## config.mk

```make
export PLATFORM = sky130hd
export DESIGN_NAME = slm_serial_load
export DESIGN_NICKNAME = d
export VERILOG_FILES = /design/src/verilog/README_unused_guard.v /design/src/verilog/slm_fifo.v /design/src/verilog/slm_serial_load.v
export VERILOG_INCLUDE_DIRS = /design/src /design/src/verilog
export SDC_FILE = /design/constraint.sdc
export NUM_CORES = 1
export LEC_CHECK = 0
export CORE_AREA = 2 2 169 171
export DETAILED_ROUTE_END_ITERATION = 7
export DIE_AREA = 0 0 171 173
export DONT_BUFFER_PORTS = 1
export PLACE_DENSITY_LB_ADDON = 0.12
export SLEW_MARGIN = 25
export SYNTH_ARGS = -nofsm -noshare
export SYNTH_HDL_FRONTEND = slang
export SYNTH_HIERARCHICAL = 1
export SYNTH_SLANG_ARGS = --single-unit
```

## constraint.sdc

```tcl
create_clock -name clk -period 5.1 [get_ports clk]
set_input_delay 1.02 -clock clk [delete_from_list [all_inputs] [get_ports clk]]
set_output_delay 1.02 -clock clk [all_outputs]
set_load 0.01 [all_outputs]
```

## src/verilog/slm_defines.vh

```
// constants for the serial load port and status output multiplexer
`ifndef SLM_DEFINES_VH
`define SLM_DEFINES_VH

// ============================================================
// shift register and word layout
`define SLM_SR_WIDTH 22
`define SLM_SR_MSB 21
`define SLM_SR_RESET 22'h000000
`define SLM_SEL_HI_BIT 1
`define SLM_SEL_LO_BIT 0
// status source select bits, held in the reference latches
`define SLM_LD_BIT 20
`define SLM_FO_BIT 21

// ============================================================
// latch indices selected by the two control bits
`define SLM_IDX_IF_REF 2'h0
`define SLM_IDX_RF_REF 2'h1
`define SLM_IDX_IF_PROG 2'h2
`define SLM_IDX_RF_PROG 2'h3

// ============================================================
// status source codes {rf_ld, if_ld, rf_fo, if_fo}
`define SLM_ST_OFF 4'h0
`define SLM_ST_IF_LD 4'h4
`define SLM_ST_RF_LD 4'h8
`define SLM_ST_BOTH_LD 4'hc
`define SLM_ST_IF_REF 4'h1
`define SLM_ST_RF_REF 4'h2
`define SLM_ST_IF_PROG 4'h5
`define SLM_ST_RF_PROG 4'h6
`define SLM_ST_HS_LOCK 4'h3
`define SLM_ST_IF_RST 4'h7
`define SLM_ST_RF_RST 4'hb
`define SLM_ST_BOTH_RST 4'hf

// ============================================================
// word buffer
`define SLM_FIFO_DEPTH 4
`define SLM_FIFO_AW 2

`endif

```

## src/verilog/README_unused_guard.v

```verilog
`timescale 1ns/1ps

```

## src/verilog/slm_fifo.v

```verilog
// small word buffer with valid and ready on both sides
`timescale 1ns/1ps
`default_nettype none

module slm_fifo #(
    parameter WIDTH = 22,
    parameter DEPTH = 4,
    parameter AW = 2
) (
    input wire clk,
    input wire rst,
    input wire clk_en,
    input wire wr_valid,
    output wire wr_ready,
    input wire [WIDTH-1:0] wr_data,
    output wire rd_valid,
    input wire rd_ready,
    output wire [WIDTH-1:0] rd_data
);

// ============================================================
// storage and pointers
reg [WIDTH-1:0] mem_q [0:DEPTH-1];
reg [AW-1:0] wr_ptr_q;
reg [AW-1:0] rd_ptr_q;
reg [AW:0] count_q;
wire do_wr;
wire do_rd;
integer i;

// honest full and empty flags
assign wr_ready = (count_q != DEPTH[AW:0]);
assign rd_valid = (count_q != {(AW+1){1'b0}});
assign do_wr = wr_valid & wr_ready;
assign do_rd = rd_valid & rd_ready;
assign rd_data = mem_q[rd_ptr_q];

// pointer, count and storage update
always @(posedge clk or posedge rst) begin
    if (rst) begin
        wr_ptr_q <= {AW{1'b0}};
        rd_ptr_q <= {AW{1'b0}};
        count_q <= {(AW+1){1'b0}};
        for (i = 0; i < DEPTH; i = i + 1) begin
            mem_q[i] <= {WIDTH{1'b0}};
        end
    end else if (clk_en) begin
        if (do_wr) begin
            mem_q[wr_ptr_q] <= wr_data;
            wr_ptr_q <= wr_ptr_q + {{(AW-1){1'b0}}, 1'b1};
        end
        if (do_rd) begin
            rd_ptr_q <= rd_ptr_q + {{(AW-1){1'b0}}, 1'b1};
        end
        if (do_wr && !do_rd) begin
            count_q <= count_q + {{AW{1'b0}}, 1'b1};
        end else if (do_rd && !do_wr) begin
            count_q <= count_q - {{AW{1'b0}}, 1'b1};
        end
    end
end

endmodule

`default_nettype wire

```

## src/verilog/slm_serial_load.v

```verilog
// serial load port with four word latches and the multiplexed status output
//
// Functional notes
// - each rising serial clock edge shifts the data level into the 22-bit register
// - last two bits shifted are control bits, decoded from the lowest positions
// - load strobe rising queues the word in a four-word buffer; it goes into one of four latches by control bits when apply_ready is high
// - status pin drives counter outputs, reference outputs, lock detect or shift register
// - lock detect selection: status high while locked, with brief low pulses
// - counter reset selection holds reference and programmable counters in reset
`timescale 1ns/1ps
`default_nettype none
`include "slm_defines.vh"

module slm_serial_load (
    input wire clk,
    input wire rst,
    input wire clk_en,
    input wire sclk_pin,
    input wire sdata_pin,
    input wire load_strobe,
    input wire apply_ready,
    input wire rf_lock,
    input wire if_lock,
    input wire rf_ref_div,
    input wire if_ref_div,
    input wire rf_prog_div,
    input wire if_prog_div,
    output wire apply_valid,
    output reg [`SLM_SR_MSB:0] latch_if_ref,
    output reg [`SLM_SR_MSB:0] latch_rf_ref,
    output reg [`SLM_SR_MSB:0] latch_if_prog,
    output reg [`SLM_SR_MSB:0] latch_rf_prog,
    output reg status_out,
    output reg rf_counter_reset,
    output reg if_counter_reset,
    output reg hs_lock_mode,
    output reg load_overflow
);

// ============================================================
// pin synchronisers
// bit 0 serial clock, bit 1 serial data, bit 2 load strobe
reg [2:0] sync1_q;
reg [2:0] sync2_q;
reg [2:0] sync3_q;
reg [2:0] filt_q;
reg [2:0] filt_d;
integer k;

// three flops per pin; only stage two and three are compared
always @(posedge clk or posedge rst) begin
    if (rst) begin
        sync1_q <= 3'h0;
        sync2_q <= 3'h0;
        sync3_q <= 3'h0;
    end else if (clk_en) begin
        sync1_q <= {load_strobe, sdata_pin, sclk_pin};
        sync2_q <= sync1_q;
        sync3_q <= sync2_q;
    end
end

// a change counts once stages two and three agree
always @* begin
    filt_d = filt_q;
    for (k = 0; k < 3; k = k + 1) begin
        if (sync2_q[k] == sync3_q[k]) begin
            filt_d[k] = sync3_q[k];
        end
    end
end

always @(posedge clk or posedge rst) begin
    if (rst) begin
        filt_q <= 3'h0;
    end else if (clk_en) begin
        filt_q <= filt_d;
    end
end

// edge detection on the filtered levels
wire sclk_rise;
wire strobe_rise;
assign sclk_rise = filt_d[0] & ~filt_q[0];
assign strobe_rise = filt_d[2] & ~filt_q[2];

// ============================================================
// shift register
reg [`SLM_SR_MSB:0] shift_q;
reg [`SLM_SR_MSB:0] shift_d;

// msb enters first and walks up; control bits end in the low positions
always @* begin
    shift_d = shift_q;
    if (sclk_rise) begin
        shift_d = {shift_q[`SLM_SR_MSB-1:0], filt_d[1]};
    end
end

always @(posedge clk or posedge rst) begin
    if (rst) begin
        shift_q <= `SLM_SR_RESET;
    end else if (clk_en) begin
        shift_q <= shift_d;
    end
end

// ============================================================
// word buffer between strobe and latches
wire fifo_wr_ready;
wire [`SLM_SR_MSB:0] fifo_rd_data;
wire apply_fire;

// a finished word is queued on the strobe edge; the host keeps the strobe low while shifting
slm_fifo #(
    .WIDTH(`SLM_SR_WIDTH),
    .DEPTH(`SLM_FIFO_DEPTH),
    .AW(`SLM_FIFO_AW)
) u_fifo (
    .clk(clk),
    .rst(rst),
    .clk_en(clk_en),
    .wr_valid(strobe_rise),
    .wr_ready(fifo_wr_ready),
    .wr_data(shift_q),
    .rd_valid(apply_valid),
    .rd_ready(apply_ready),
    .rd_data(fifo_rd_data)
);

assign apply_fire = apply_valid & apply_ready;

// flag a word dropped because the buffer was full
always @(posedge clk or posedge rst) begin
    if (rst) begin
        load_overflow <= 1'b0;
    end else if (clk_en) begin
        load_overflow <= strobe_rise & ~fifo_wr_ready;
    end
end

// ============================================================
// word latches
wire [1:0] latch_idx;
assign latch_idx = {fifo_rd_data[`SLM_SEL_HI_BIT], fifo_rd_data[`SLM_SEL_LO_BIT]};

// exactly one latch takes the word, chosen by the control bits
always @(posedge clk or posedge rst) begin
    if (rst) begin
        latch_if_ref <= `SLM_SR_RESET;
        latch_rf_ref <= `SLM_SR_RESET;
        latch_if_prog <= `SLM_SR_RESET;
        latch_rf_prog <= `SLM_SR_RESET;
    end else if (clk_en && apply_fire) begin
        case (latch_idx)
            `SLM_IDX_IF_REF: begin
                latch_if_ref <= fifo_rd_data;
            end
            `SLM_IDX_RF_REF: begin
                latch_rf_ref <= fifo_rd_data;
            end
            `SLM_IDX_IF_PROG: begin
                latch_if_prog <= fifo_rd_data;
            end
            default: begin
                latch_rf_prog <= fifo_rd_data;
            end
        endcase
    end
end

// ============================================================
// status source selection
wire [3:0] st_sel;
reg st_d;
reg rf_rst_d;
reg if_rst_d;
reg hs_d;

// select code gathered from both reference latches
assign st_sel = {latch_rf_ref[`SLM_LD_BIT], latch_if_ref[`SLM_LD_BIT],
                 latch_rf_ref[`SLM_FO_BIT], latch_if_ref[`SLM_FO_BIT]};

// output mux; lock inputs already carry the narrow low pulses
always @* begin
    st_d = 1'b0;
    rf_rst_d = 1'b0;
    if_rst_d = 1'b0;
    hs_d = 1'b0;
    case (st_sel)
        `SLM_ST_OFF: begin
            st_d = 1'b0;
        end
        `SLM_ST_IF_LD: begin
            st_d = if_lock;
        end
        `SLM_ST_RF_LD: begin
            st_d = rf_lock;
        end
        `SLM_ST_BOTH_LD: begin
            st_d = rf_lock & if_lock;
        end
        `SLM_ST_IF_REF: begin
            st_d = if_ref_div;
        end
        `SLM_ST_RF_REF: begin
            st_d = rf_ref_div;
        end
        `SLM_ST_IF_PROG: begin
            st_d = if_prog_div;
        end
        `SLM_ST_RF_PROG: begin
            st_d = rf_prog_div;
        end
        `SLM_ST_HS_LOCK: begin
            hs_d = 1'b1; // pin pulled low hard
            st_d = 1'b0;
        end
        `SLM_ST_IF_RST: begin
            if_rst_d = 1'b1;
        end
        `SLM_ST_RF_RST: begin
            rf_rst_d = 1'b1;
        end
        `SLM_ST_BOTH_RST: begin
            rf_rst_d = 1'b1;
            if_rst_d = 1'b1;
        end
        default: begin
            st_d = shift_q[`SLM_SR_MSB];
        end
    endcase
end

// registered status and counter reset outputs
always @(posedge clk or posedge rst) begin
    if (rst) begin
        status_out <= 1'b0;
        rf_counter_reset <= 1'b0;
        if_counter_reset <= 1'b0;
        hs_lock_mode <= 1'b0;
    end else if (clk_en) begin
        status_out <= st_d;
        rf_counter_reset <= rf_rst_d;
        if_counter_reset <= if_rst_d;
        hs_lock_mode <= hs_d;
    end
end

endmodule

`default_nettype wire

```

* Word-level counts from Yosys, hierarchy flattened
Cells that the tools add are included.
** Cells by class
- Add/sub/neg operators :: 4
- Muxes and demuxes :: 15
- Reductions and logical operators :: 22
- Magnitude comparators :: 3
- Bitwise logic cells :: 12
- Eq/ne operators :: 17
** Operators by type and width (count)
- $bwmux 88 :: 1
- $mux 22 :: 3
- $bmux 22 s2 :: 1
- $demux 22 s2 :: 1
- $eq 4x3->1 const B :: 4
- $eq 4x4->1 const B :: 4
- $reduce_and 2->1 :: 8
- $eq 4x2->1 const B :: 2
- $pmux 1 s8 :: 1
- $and 1x1->1 :: 6
- $ge 3x3->1 const B :: 2
- $mux 1 :: 6
- $mux 3 :: 2
- $not 2->3 :: 2
- $reduce_or 5->1 :: 1
- $add 2x1->2 const B :: 2
- $eq 4x1->1 const B :: 1
- $logic_and 1x1->1 :: 4
- $logic_not 4->1 :: 1
- $not 1->1 :: 4
- $reduce_or 2->1 :: 2
- $add 3x1->3 const B :: 1
- $eq 1x1->1 :: 3
- $lt 3x1->1 const B :: 1
- 9 further kinds :: 10
** Storage, ports and cells
- Flip-flop bits (word level) :: 222
- Input bits :: 13

* Depth between registers and ports, before layout
- Depth after elaboration :: 8
- Depth in mapped cells :: 9
- Depth with buffers taken out :: 9

* By module
Netlist, hierarchy kept.
** Modules (own cells, without submodules)
- slm_serial_load :: area each 4951.0 µm², cells an instance 316, instances 1, sequential area each 3178.0 µm²
- slm_fifo :: area each 4603.2 µm², cells an instance 252, instances 1, sequential area each 2377.3 µm²

* Worst setup path after synthesis
Ideal clock, no wire load.
- Kind :: reg2reg
- Start point :: reg u_fifo.rd_ptr_q[0]
- End point :: reg latch_rf_ref[10]
- Clock period less this slack :: 2334 ps
- Setup slack :: 2766 ps
- Stages on the path, launching flop included :: 7
- Arrival time :: 2209 ps
- Data required time :: 4975 ps
- Library setup time :: 125 ps
- Buffers on the path :: 3
- Cells stage by stage :: dfrtp_1 buf_2 buf_2 mux4_2 nor3b_4 buf_6 mux2_2
** Between the ends
- Longest elaborated chain between the ends :: 6
** RTL lines
- from (decl) :: line slm_fifo.v:25 : reg [AW-1:0] rd_ptr_q;
- from (signal assigned) :: line slm_fifo.v:42 : rd_ptr_q <= {AW{1'b0}};
- from (signal assigned) :: line slm_fifo.v:53 : rd_ptr_q <= rd_ptr_q + {{(AW-1){1'b0}}, 1'b1};
- $not 2->3 (not written as such) :: line slm_fifo.v:36 : assign rd_data = mem_q[rd_ptr_q];
- $bmux 22 s2 :: line slm_fifo.v:36
- $mux 22 (not written as such) (2 in series) :: line slm_fifo.v:36
- named net fifo_rd_data[1] :: line slm_serial_load.v:111 : wire [`SLM_SR_MSB:0] fifo_rd_data;
- $eq 2x1->1 :: line slm_serial_load.v:155 : case (latch_idx)
- $reduce_and 2->1 (no line)
- to (signal assigned) :: line slm_serial_load.v:151 : latch_rf_ref <= `SLM_SR_RESET;
- to (signal assigned) :: line slm_serial_load.v:160 : latch_rf_ref <= fifo_rd_data;
- to (decl) :: line slm_serial_load.v:30 : output reg [`SLM_SR_MSB:0] latch_rf_ref,
The timed path passes the listed nets, and every way through them passes these cells. The select of a mux whose other input is x is not followed.
A chain may end at the register's enable or synchronous reset.

* Worst setup path after layout
- Start point :: reg u_fifo.count_q[0]
- End point :: out apply_valid
** Between the ends
- Longest elaborated chain between the ends :: 1
** RTL lines
- from (decl) :: line slm_fifo.v:26 : reg [AW:0] count_q;
- from (signal assigned) :: line slm_fifo.v:43 : count_q <= {(AW+1){1'b0}};
- from (signal assigned) :: line slm_fifo.v:56 : count_q <= count_q + {{AW{1'b0}}, 1'b1};
- from (signal assigned) :: line slm_fifo.v:58 : count_q <= count_q - {{AW{1'b0}}, 1'b1};
- $reduce_bool 3->1 :: line slm_fifo.v:33 : assign rd_valid = (count_q != {(AW+1){1'b0}});
- to (decl) :: line slm_serial_load.v:28 : output wire apply_valid,
Every way passes these cells.

==> flow_metrics.tcl <==
set metrics [dict create \
    peakVddDrop_mv 0.249 \
    grt_max_degree 78 \
    fin_worst_skew_ps 11.1 \
    muxShareOfSynthArea_pct 32.1 \
    ys_seq_area_share_pct 58.1 \
    synth_top_family_by_area "multiplexers" \
    holdBufCountCts 0 \
    tns_ps 0 \
    power.density_nw_per_um2 452 \
    clk_path_buf_depth 3 \
    drcViolationCount 0 \
    hp-class "input pin to asynchronous set/reset pin" \
    core_um2 27600 \
    place_area_um2 9880 \
    yosys_most_used_dff "dfrtp_1" \
    area_growth_pct 13.7 \
    dr_total_vias 4784 \
    setup_ws_ps 2490 \
    ys_seq_elements 222 \
    hold_viol 0 \
    p_switching_uw 1270 \
    maxCapViolations 0 \
    intPower_uw 3640 \
    num-nets-final 599 \
    max_freq_mhz 383 \
    rsz0062_at_grt "no" \
    setup.worst_path.end_class "primary output" \
    syn_avg_cell_area_um2 16.8 \
    p_clk_share_pct 42.5 \
    async_flop_share_pct 100 \
    finalCriticalPeriod_ps 2610 \
    criticalPathCategory "flop to primary output" \
    leakagePower_uw 0.00514 \
    switching_share_pct 25.8 \
    via_per_inst 4.90 \
    dr.pass1.iters 4 \
    cts_tree "yes" \
    die_x_um 171 \
    die_h_um 173 \
    dp_hpwl_um 12400 \
    overflow 0 \
    slowest_stage "or3_2" \
    place_congestion 0.684 \
    cp_max_fo 5 \
    yosysUniqueCellTypes 44 \
    seqPwrFrac_pct 42.5 \
    clockRootBuffer "clkbuf_16" \
    ys_warn_count 6 \
    start_util_pct 34.6 \
    post-route-util_pct 39.3 \
    io_pins 107 \
    required_ps 4080 \
    synth_fa_ha_area_share_pct 0.864 \
    crit_arrival_ps 1590 \
    synthSimpleGateAreaFrac_pct 4.26 \
    cts_max_level 1 \
    design_area_um2 10900 \
    core.rowCount 61 \
    crit_chain "or3_2" \
    io_buffers 0 \
    n_antenna_cell 0 \
    critPathBufInv 0 \
    synth_nets 587 \
    slew_violations 0 \
    comb_power_share_pct 15.0 \
    drive_gt1_share_pct 49.5 \
    worstMarginPinSlew_ps 777 \
    antenna_found_initial 0 \
    place_ws_ps 2290 \
    synth_xor_area_share_pct 0.550 \
    cts_buffers 27 \
    cpLargestDelayFamily "simple AND/OR/NAND/NOR gates" \
    cts.clk_slew.worst_paths_ps 60 \
    setup_viol 0 \
    grt_pass1_vias 5298 \
    wl_per_cell_um 20.6 \
    status "completed" \
    max_stage_delay_ps 610 \
    dr.first_iter.drc_count 165 \
    dieArea_um2 29600 \
    syn_area_um2 9550 \
    netlist_instances 568 \
    grt_use_total_pct 14.0 \
    wirelength_um 20100 \
    cp-start-kind "flop" \
    cts.sinks 222 \
    synth_compound_area_share_pct 1.24 \
    post_cts.repair.setup_buffers 0 \
    fin_cells 976 \
    slew-limit-headroom_pct 48.1 \
    drt.antenna.violating_nets 0 \
    placed_cells 929 \
    period_share_pct 51.1 \
    grt_pass1_wl_um 32300 \
    clk_latency_ps 510 \
    synth-edff-count 0 \
    post_cts_resized 0 \
]
state kept, by name, summed over array words and instances, names as in the netlist:
register          flops
status_out            1
sync1_q               3
rf_counter_reset      1
u_fifo/wr_ptr_q       2
u_fifo/rd_ptr_q       2
latch_if_ref         22
u_fifo/mem_q         88
latch_if_prog        22
sync3_q               3
u_fifo/count_q        3
sync2_q               3
if_counter_reset      1
hs_lock_mode          1
shift_q              22
latch_rf_ref         22
filt_q                3
load_overflow         1
latch_rf_prog        22
power by group through the flow:
stage,combinational [µW],clock [µW],sequential [µW]
after floorplan,626,0,2060
after global placement,746,0,2110
after detailed placement,762,0,2120
after CTS,763,2140,2090
after global routing,807,2240,2120
final,739,2090,2090
layer usage:
| metal | GRT usage [%] | routed length, µm | vias to the layer above |
|---|---|---|---|
| li1 | - | - | 2070 |
| met1 | 19.0 | 9090 | 2571 |
| met2 | 22.7 | 9520 | 114 |
| met3 | 3.07 | 1130 | 29 |
| met4 | 3.28 | 320 | 0 |
| met5 | 0 | 0 | - |
synth_stat cells, types with 2 or more instances:
cell type | count | share of area (%)
dfrtp_1 | 222 | 58
xnor2_1 | 5 | 0.46
nor2_1 | 8 | 0.31
nor2b_1 | 6 | 0.39
mux2_2 | 119 | 14
mux4_2 | 22 | 5.2
mux2_4 | 81 | 13
buf_6 | 15 | 1.8
buf_2 | 7 | 0.37
o21ai_0 | 3 | 0.16
nor3_1 | 2 | 0.10
nand2b_1 | 8 | 0.52
nand4_1 | 3 | 0.20
nor3b_4 | 6 | 1.2
a22oi_1 | 2 | 0.16
ha_1 | 5 | 0.65
buf_4 | 2 | 0.16
inv_1 | 11 | 0.43
clkbuf_1 | 4 | 0.16
a21oi_1 | 9 | 0.47
nand2_1 | 5 | 0.20
final cells by class:
type	instances	area, µm²
clock buffer	31	721
clock inverter	16	260
fill	2561	16800
inverter	11	48.8
multi-input combinational	307	3720
sequential	222	5560
tap	378	473
timing repair buffer	11	82.6
placed cells by master, fill, tap and decap left out, types with 2 or more instances in the layout:
cell type and count:
a21oi_1 9, a22oi_1 2, buf_4 11, bufinv_16 7, clkbuf_16 27, clkbuf_8 3
clkinv_2 7, clkinvlp_4 2, dfrtp_1 222, ha_1 5, inv_1 9, mux2_2 119
mux2_4 81, mux4_2 22, nand2_1 5, nand2b_1 8, nand4_1 3, nor2_1 8
nor2b_1 6, nor3_1 2, nor3b_4 6, o21ai_0 3, xnor2_1 5
metrics by stage:
stage | power [µW] | hold slack [ps]
floorplan | 2680 | 475
global placement | 2860 | 486
detailed placement | 2890 | 489
CTS | 5000 | 503
global route | 5160 | 522
finish | 4910 | 482
final timing paths:
path | slack (ps) | to | cells past startpoint | startpoint
max | 2490 | apply_valid | 1 | u_fifo/count_q[0]
min | 480 | latch_rf_prog[20] | 1 | rst
max reg2reg | 2510 | latch_rf_ref[7] | 4 | u_fifo/rd_ptr_q[0]
min reg2reg | 500 | u_fifo/mem_q[43] | 1 | u_fifo/mem_q[43]
max in group asynchronous | 3510 | latch_if_prog[1] | 2 | rst
min in group clk | 500 | u_fifo/mem_q[43] | 1 | u_fifo/mem_q[43]
logic make-up (layout without fill, tap and decap cells):
| kind of cell | after synthesis | after routing |
|---|---|---|
| fa+ha+maj | 6 | 6 |
| mux | 223 | 223 |
| buf+inv | 39 | 69 |
| compound gates | 19 | 19 |
| simple gates | 53 | 53 |
| flops | 222 | 222 |
| xor+xnor | 6 | 6 |
(Power assumes the default switching activity.)
